--- src/bml_defs.svh ---
// timing constants and encodings for the boot mode and status indicator block
`ifndef BML_DEFS_SVH
`define BML_DEFS_SVH
// --------------------------------------------------------------------------
// timing
// --------------------------------------------------------------------------
`define BML_CLK_HZ 200000000
`define BML_SHOW_MS 3000
`define BML_SHOW_CYC ((`BML_SHOW_MS * 64'(`BML_CLK_HZ)) / 64'd1000)
`define BML_SETTLE_LAST 2'h3
`define BML_BLINKS 3
`define BML_PHASES 6
// --------------------------------------------------------------------------
// encodings
// --------------------------------------------------------------------------
`define BML_SW_UPDATE 1'h1
`define BML_PORT_RS232 1'h0
`define BML_PORT_RS485 1'h1
`endif

--- src/bml_pkg.sv ---
// types shared by the boot mode and status indicator block
package bml_pkg;
    typedef enum logic [1:0] {
        BML_ST_PWRUP = 2'b00,
        BML_ST_SHOW = 2'b01,
        BML_ST_RUN = 2'b10
    } bml_state_t;
    typedef enum logic {
        BML_MODE_RUN = 1'b0,
        BML_MODE_UPDATE = 1'b1
    } bml_mode_t;
    typedef struct packed {
        logic power;
        logic learning;
        logic transmit;
    } bml_leds_t;
    typedef struct packed {
        logic mode_update;
        logic port_rs485;
    } bml_boot_t;
endpackage

--- src/bml_sync.sv ---
// two flip-flop synchroniser for pin-level inputs
`timescale 1ns/1ps
`default_nettype none
module bml_sync #(
    parameter int WIDTH = 1
) (
    input wire logic clk,
    input wire logic rst,
    input wire logic [WIDTH-1:0] din,
    output logic [WIDTH-1:0] dout
);
    logic [WIDTH-1:0] meta_r;
    // --------------------------------------------------------------------------
    // first stage feeds only the second
    // --------------------------------------------------------------------------
    always_ff @(posedge clk) begin
        if (rst) begin
            meta_r <= '0;
            dout <= '0;
        end else begin
            meta_r <= din;
            dout <= meta_r;
        end
    end
endmodule
`default_nettype wire

--- src/bml_top.sv ---
// boot mode selection and status indicator driver
// Notes on behaviour
// - mode switch sampled once after reset; later changes ignored until the next reset
// - update mode grants firmware loading only to the rs-232 port
// - firmware loading never asserts writes to stored settings or learned codes
// - run mode enables parameter, learning and modbus service on serial port
// - power indicator lit while healthy, dark on fault
// - in run mode, learning indicator lit while waiting for ir, off on capture done (update mode holds it lit)
// - in run mode, transmit indicator lit while any ir channel emits
// - rs-232 port strap: three transmit blinks after power-on, off within three seconds in run mode, held lit in update mode
// - only one serial interface enabled at any time
`timescale 1ns/1ps
`default_nettype none
`include "bml_defs.svh"
module bml_top
    import bml_pkg::*;
#(
    parameter longint SHOW_CYC = `BML_SHOW_CYC,
    parameter int IR_CH = 6
) (
    input wire logic clk,
    input wire logic rst,
    input wire logic mode_switch,
    input wire logic port_select,
    input wire logic fault,
    input wire logic learn_wait,
    input wire logic learn_done,
    input wire logic [IR_CH-1:0] ir_emit,
    output logic power_indicator,
    output logic learning_indicator,
    output logic transmit_indicator,
    output logic update_mode,
    output logic loader_en,
    output logic cfg_write_en,
    output logic serial_service_en,
    output logic rs232_en,
    output logic rs485_en,
    output logic boot_done
);
    localparam int PH_W = 3;
    localparam longint PHASE_CYC = SHOW_CYC / `BML_PHASES;

    // --------------------------------------------------------------------------
    // pin synchronisers
    // --------------------------------------------------------------------------
    logic [1:0] sw_s;
    logic [2:0] st_s;
    bml_sync #(.WIDTH(2)) u_sync_sw (
        .clk(clk),
        .rst(rst),
        .din({mode_switch, port_select}),
        .dout(sw_s)
    );
    bml_sync #(.WIDTH(3)) u_sync_st (
        .clk(clk),
        .rst(rst),
        .din({fault, learn_wait, learn_done}),
        .dout(st_s)
    );

    // --------------------------------------------------------------------------
    // boot state and latched straps
    // --------------------------------------------------------------------------
    bml_state_t state_r, state_nxt;
    bml_boot_t boot_r, boot_nxt;
    logic [63:0] cnt_r, cnt_nxt;
    logic [PH_W-1:0] phase_r, phase_nxt;
    logic learn_r, learn_nxt;
    bml_leds_t leds_nxt;
    logic phase_end;
    logic show_tx;
    logic emitting;

    // strap waits three edges so the synchroniser has settled before capture
    logic [1:0] settle_r;
    always_ff @(posedge clk) begin
        if (rst) begin
            settle_r <= 2'h0;
        end else if (settle_r != `BML_SETTLE_LAST) begin
            settle_r <= settle_r + 2'h1;
        end
    end

    assign phase_end = (cnt_r == 64'(PHASE_CYC - 1));
    assign emitting = |ir_emit;

    // state sequencing: capture, show port, then run
    always_comb begin
        state_nxt = state_r;
        boot_nxt = boot_r;
        cnt_nxt = cnt_r;
        phase_nxt = phase_r;
        case (state_r)
            BML_ST_PWRUP: begin
                if (settle_r == `BML_SETTLE_LAST) begin
                    boot_nxt.mode_update = (sw_s[1] == `BML_SW_UPDATE);
                    boot_nxt.port_rs485 = (sw_s[0] == `BML_PORT_RS485);
                    state_nxt = BML_ST_SHOW;
                    cnt_nxt = 64'h0;
                    phase_nxt = '0;
                end
            end
            BML_ST_SHOW: begin
                if (phase_end) begin
                    cnt_nxt = 64'h0;
                    if (phase_r == PH_W'(`BML_PHASES - 1)) begin
                        state_nxt = BML_ST_RUN;
                    end else begin
                        phase_nxt = phase_r + PH_W'(1);
                    end
                end else begin
                    cnt_nxt = cnt_r + 64'h1;
                end
            end
            BML_ST_RUN: begin
            end
            default: begin
                state_nxt = BML_ST_PWRUP;
            end
        endcase
    end

    // rs-232 pattern: on, off, alternating over six phases gives three blinks
    // rs-485 pattern: steady on across all phases
    assign show_tx = boot_r.port_rs485 ? 1'b1 : ~phase_r[0];

    // learning latch, capture completion wins over a new wait request
    always_comb begin
        learn_nxt = learn_r;
        if (st_s[0]) begin
            learn_nxt = 1'b0;
        end else if (st_s[1]) begin
            learn_nxt = 1'b1;
        end
    end

    // indicator values; update mode in run forces learning and transmit lit
    always_comb begin
        leds_nxt.power = ~st_s[2];
        leds_nxt.learning = learn_nxt;
        leds_nxt.transmit = emitting;
        if (state_nxt == BML_ST_SHOW) begin
            leds_nxt.transmit = show_tx;
        end else if (state_nxt == BML_ST_PWRUP) begin
            leds_nxt.transmit = 1'b0;
        end
        if (state_nxt == BML_ST_RUN && boot_nxt.mode_update) begin
            leds_nxt.learning = 1'b1;
            leds_nxt.transmit = 1'b1;
        end
    end

    always_ff @(posedge clk) begin
        if (rst) begin
            state_r <= BML_ST_PWRUP;
            boot_r <= '0;
            cnt_r <= 64'h0;
            phase_r <= '0;
            learn_r <= 1'b0;
        end else begin
            state_r <= state_nxt;
            boot_r <= boot_nxt;
            cnt_r <= cnt_nxt;
            phase_r <= phase_nxt;
            learn_r <= learn_nxt;
        end
    end

    // --------------------------------------------------------------------------
    // registered outputs
    // --------------------------------------------------------------------------
    logic run_nxt;
    assign run_nxt = (state_nxt == BML_ST_RUN);
    always_ff @(posedge clk) begin
        if (rst) begin
            power_indicator <= 1'b0;
            learning_indicator <= 1'b0;
            transmit_indicator <= 1'b0;
            update_mode <= 1'b0;
            loader_en <= 1'b0;
            cfg_write_en <= 1'b0;
            serial_service_en <= 1'b0;
            rs232_en <= 1'b0;
            rs485_en <= 1'b0;
            boot_done <= 1'b0;
        end else begin
            power_indicator <= leds_nxt.power;
            learning_indicator <= leds_nxt.learning;
            transmit_indicator <= leds_nxt.transmit;
            update_mode <= boot_nxt.mode_update;
            boot_done <= run_nxt;
            // loader only on rs-232 in update mode
            loader_en <= run_nxt & boot_nxt.mode_update;
            // stored settings frozen while in update mode
            cfg_write_en <= run_nxt & ~boot_nxt.mode_update;
            // full service only in run mode
            serial_service_en <= run_nxt & ~boot_nxt.mode_update;
            rs232_en <= run_nxt & (boot_nxt.mode_update | ~boot_nxt.port_rs485);
            rs485_en <= run_nxt & ~boot_nxt.mode_update & boot_nxt.port_rs485;
        end
    end

    // --------------------------------------------------------------------------
    // assertions
    // --------------------------------------------------------------------------
    a_one_port: assert property (@(posedge clk) disable iff (rst) !(rs232_en && rs485_en))
        else $error("both serial ports enabled");
    a_strap_hold: assert property (@(posedge clk) disable iff (rst)
        (state_r == BML_ST_RUN) |=> ($stable(boot_r) && $stable(update_mode)))
        else $error("boot strap changed after capture");
    a_loader_rs232: assert property (@(posedge clk) disable iff (rst) loader_en |-> (rs232_en && update_mode))
        else $error("firmware load without rs-232 update mode");
    a_cfg_frozen: assert property (@(posedge clk) disable iff (rst) update_mode |-> !cfg_write_en)
        else $error("settings writable in update mode");
    a_run_service: assert property (@(posedge clk) disable iff (rst)
        (boot_done && !update_mode) |-> serial_service_en)
        else $error("run mode service not enabled");
    a_power_fault: assert property (@(posedge clk) disable iff (rst) st_s[2] |=> !power_indicator)
        else $error("power indicator lit during fault");
    a_learn_done: assert property (@(posedge clk) disable iff (rst)
        (st_s[0] && !update_mode && boot_done && state_nxt == BML_ST_RUN) |=> !learning_indicator)
        else $error("learning indicator stayed on after capture");
    a_tx_emit: assert property (@(posedge clk) disable iff (rst)
        (emitting && state_r == BML_ST_RUN) |=> transmit_indicator)
        else $error("transmit indicator dark while emitting");
    a_blink_232: assert property (@(posedge clk) disable iff (rst)
        (state_r == BML_ST_SHOW && state_nxt == BML_ST_SHOW && !boot_r.port_rs485 && phase_r[0])
        |=> !transmit_indicator)
        else $error("rs-232 blink off phase lit");
    a_steady_485: assert property (@(posedge clk) disable iff (rst)
        (state_r == BML_ST_SHOW && state_nxt == BML_ST_SHOW && boot_r.port_rs485) |=> transmit_indicator)
        else $error("rs-485 steady indicator dark");
    c_show_232: cover property (@(posedge clk) state_r == BML_ST_SHOW && !boot_r.port_rs485);
    c_show_485: cover property (@(posedge clk) state_r == BML_ST_SHOW && boot_r.port_rs485);
    c_update: cover property (@(posedge clk) loader_en);
    c_learn: cover property (@(posedge clk) $fell(learning_indicator));
endmodule
`default_nettype wire

--- config.mk ---
export PLATFORM = sky130hd
export DESIGN_NAME = bml_top
export DESIGN_NICKNAME = d
export VERILOG_FILES = /design/src/bml_pkg.sv /design/src/bml_sync.sv /design/src/bml_top.sv
export VERILOG_INCLUDE_DIRS = /design/src /design/src/src
export SDC_FILE = /design/constraint.sdc
export NUM_CORES = 1
export LEC_CHECK = 0
export ABC_AREA = 1
export BUFFER_PORTS_ARGS = -buffer_cell sky130_fd_sc_hd__buf_2
export CORE_UTILIZATION = 60
export DETAILED_ROUTE_END_ITERATION = 6
export PLACE_DENSITY = 0.79
export SLEW_MARGIN = 0
export SYNTH_ARGS = -nofsm -noshare
export SYNTH_HDL_FRONTEND = slang
export SYNTH_SLANG_ARGS = --single-unit
--- constraint.sdc ---
create_clock -name clk -period 2.3 [get_ports clk]
set_clock_uncertainty 0.2 [all_clocks]
set_input_delay 0.46 -clock clk [delete_from_list [all_inputs] [get_ports clk]]
set_output_delay 0.46 -clock clk [all_outputs]
set_load 0.01 [all_outputs]
==> results by group <==
Status
  • Status: finished, final reports clean

Detailed routing
  • Metal1 wirelength: 6.90 mm
  • Routed via count: 5800
  • Drt initial violations: slightly below 500
  • Avg Vias per Cell: 5.60
  • Metal3 WL: about 1 mm
  • Post-route ant nets: 0
  • Residual DRC: 0
  • Max layer used: met4
  • Metal2 WL: around 7.5 mm
  • Total wire length: 15.8 mm
  • DRT Pass-1 Iters: 5
  • WL per Instance: about 15 um

Global route
  • Gr usage total: 0.347
  • Largest net degree at the start of global routing: 38
  • Antenna violations before repair: 0
  • Vias in the first global route: about 5400
  • First-pass GRT wire length: roughly 26 mm
  • Grt ovf: 0

Clock network
  • H-tree lvl count: 3
  • Sink Count: 92
  • CTS max path bufs: 2
  • Clock root buffer master: clkbuf_8
  • Total CTS buffers: 9
  • Clk_lat worst skew: around 370 ps
  • Clock slew at the register clock pins of the worst setup and hold paths: about 110 ps
  • CTS tree: done
  • CTS Hold Bufs: 0

Critical path
  • Worst EP arrival: 2240 ps
  • CP Cell Sequence: ha_2 -> nand3_1 -> inv_2 -> nand2_4 -> inv_2 -> nand2_2 -> nor2_4 -> nand2_2 -> nand2_4 -> nand2_4 -> nand2_4 -> buf_12 -> nor2_1
  • Worst setup SP type: flop
  • Most frequent CP cell: nand2_4
  • Slowest CP cell: dfxtp_1
  • Max stage delay on crit path: approximately 400 ps
  • Buffers & Inverters on Critical Path: 3
  • Setup crit start: cnt_r[1]$_SDFFE_PP0P_
  • Crit end category: flop
  • Top delay family on crit path: simple AND/OR/NAND/NOR gates
  • Worst R2R Start: cnt_r[1]$_SDFFE_PP0P_
  • Required time worst endpoint: ~2400 ps
  • Max FO, Critical Path: 31
  • Critical path class: reg -> reg

Placement
  • GP Congestion: slightly above 1
  • Post-DP Area: around 0.0058 mm2
  • IO buf count: 22
  • Post-DP HPWL: 12.3 mm

Final layout
  • Fin nets: 940
  • Commonest cells after routing, fill and taps aside: nand2_1, nor2_1, dfxtp_1
  • # diodes: 0
  • Fin area: 0.00597 mm2
  • Commonest non-fill, non-tap cell in the layout: nand2_1
  • Filler instances: between 800 and 900
  • Area grow syn2layout: 8.73%
  • Layout cells sized above 1: 0.0905

Pwr
  • VDD IR max: approximately 0.00043 V
  • Pwr dens: 541 mW/mm2
  • Lkg Pwr: about 0.0023 uW

Floorplanning
  • Area of the die: about 0.0095 mm2
  • Num rows: 34
  • Die H: between 90 and 100 um
  • Core box area: between 0.008 and 0.009 mm2
  • Die width: 97.6 um
  • Initial core utilization: 0.623
  • I/O pins: 23

Timing
  • Rel. slew slack: 0.658
  • Final Hold Vio Count: 0
  • FMAX: approximately 460 MHz
  • Final setup violating endpoints: 0
  • RSZ-0062 raised after global routing: false
  • Final critical-path required period: roughly 2200 ps
  • Max Slew Vio Count: 0
  • Sum Neg Setup Slack: 0 ps
  • Final period util: 0.942
  • Worst-margin pin slew: about 510 ps

Synthesis
  • Synth area leaders: dfxtp_1, nand2_1, nor2_1, nand3_1, inv_1
  • Cell count after synthesis: 894
  • Synthesized area: between 0.005 and 0.006 mm2
  • Mean Syn Cell Area: 6.14 um2
  • Synth warn: 0
  • #FFs+latches synth: 92
  • Yosys top cell area share: 0.336
  • Syn_nets: 911
  • Synth unique cells: 35
  • Yosys top cell by area: dfxtp_1
  • Seq/Total Area, Yosys: 0.336

Worst hold path
  • Min-delay src: learn_done
  • Worst min path class: in -> reg

Run
  • Number of max-cap violations: 0
[layout make-up]
class,count,area [um2],area share
well taps,108,135,0.0226
flip-flops and latches,92,1840,0.309
inverters,94,353,0.0591
clock buffers,9,124,0.0208
clock inverters,7,75.1,0.0126
multi-input cells,690,3210,0.538
repair buffers,36,228,0.0382
[path summary, 6_finish.rpt]
path                                     to  slack, ps  depth (start not counted)
max                  cnt_r[33]$_SDFFE_PP0P_        130                         13
min          u_sync_st.meta_r[0]$_SDFF_PP0_         80                          3
max reg2reg          cnt_r[33]$_SDFFE_PP0P_        130                         13
min reg2reg      power_indicator$_SDFF_PP0_        190                          1
[routing by layer]
metal  vias to the layer above  track usage
met5                         -            0
met2                       236        0.584
met1                      2629        0.454
met4                         0        0.124
li1                       2900            -
met3                        35       0.0468
[cell families after synthesis]
| family | synth area share |
|---|---|
| and+or+nand+nor | 0.480 |
| AOI/OAI and AO/OA | 0.0561 |
| buffers and inverters | 0.0830 |
| xor gates and xnor gates | 0.0367 |
| adders and majority gates | 0.00912 |
| DFF | 0.336 |
[worst register-to-register path, cell delays in order (launching register included)]
cell and delay, ps:
dfxtp_1 400, ha_2 230, nand3_1 140, inv_2 120, nand2_4 100, inv_2 70, nand2_2 80, nor2_4 140
nand2_2 80, nand2_4 110, nand2_4 60, nand2_4 70, buf_12 190, nor2_1 90
[where the power goes]
group / total (uW) / switching (uW) / internal [uW]
logic: 432 / 311 / 121
registers: 1670 / 32.0 / 1640
clock network: 1130 / 697 / 429
total: 3230 / 1040 / 2190
[registers in the layout, indices dropped and copies added (netlist names)]
signal	cells
boot_done	1
boot_r	1
cnt_r	64
learn_r	1
learning_indicator	1
loader_en	1
phase_r	3
power_indicator	1
rs232_en	1
rs485_en	1
serial_service_en	1
settle_r	2
state_r	2
transmit_indicator	1
u_sync_st.dout	3
u_sync_st.meta_r	3
u_sync_sw.dout	2
u_sync_sw.meta_r	2
update_mode	1
[per-stage QoR]
| stage | power (uW) | cells | setup slack (ps) | hold WS, ps | utilization |
|---|---|---|---|---|---|
| finish | 3230 | 1036 | 135 | 82.3 | 0.678 |
| global route | 3340 | 1036 | 0.534 | 78.2 | 0.678 |
| CTS | 3230 | 1036 | 139 | 73.8 | 0.676 |
| detailed placement | 2130 | 1020 | 182 | 180 | 0.653 |
| global placement | 2110 | 1020 | 245 | 170 | 0.653 |
| floorplan | 2010 | 894 | 413 | 168 | - |
[cell usage after synthesis]
cell        n
nand2_2     3
buf_2       7
nor3_1     20
xnor2_1     4
and2_0      1
nand4_1    29
o21ai_0     8
inv_1      91
nor2_4      2
ha_1        4
a21oi_1    48
nand2_4     4
and2_1     10
buf_6       3
nor3_2      2
nor2_1    192
inv_2       2
nor2_2      7
buf_4       1
nand3_1    80
xor2_1     19
or2_2       6
or2_1       1
nand2_1   238
or2_0       1
o21ai_1     1
nor4_1      1
o21bai_1    3
dfxtp_1    92
clkinv_1    1
clkbuf_1    7
nor3b_1     1
nor3b_2     1
nor3b_4     1
nand3b_1    3
[timing repair]
item	CTS	global route
gates resized for setup	0	4
setup buffers	0	0
setup endpoints to repair	0	3
(Power assumes the default switching activity.)
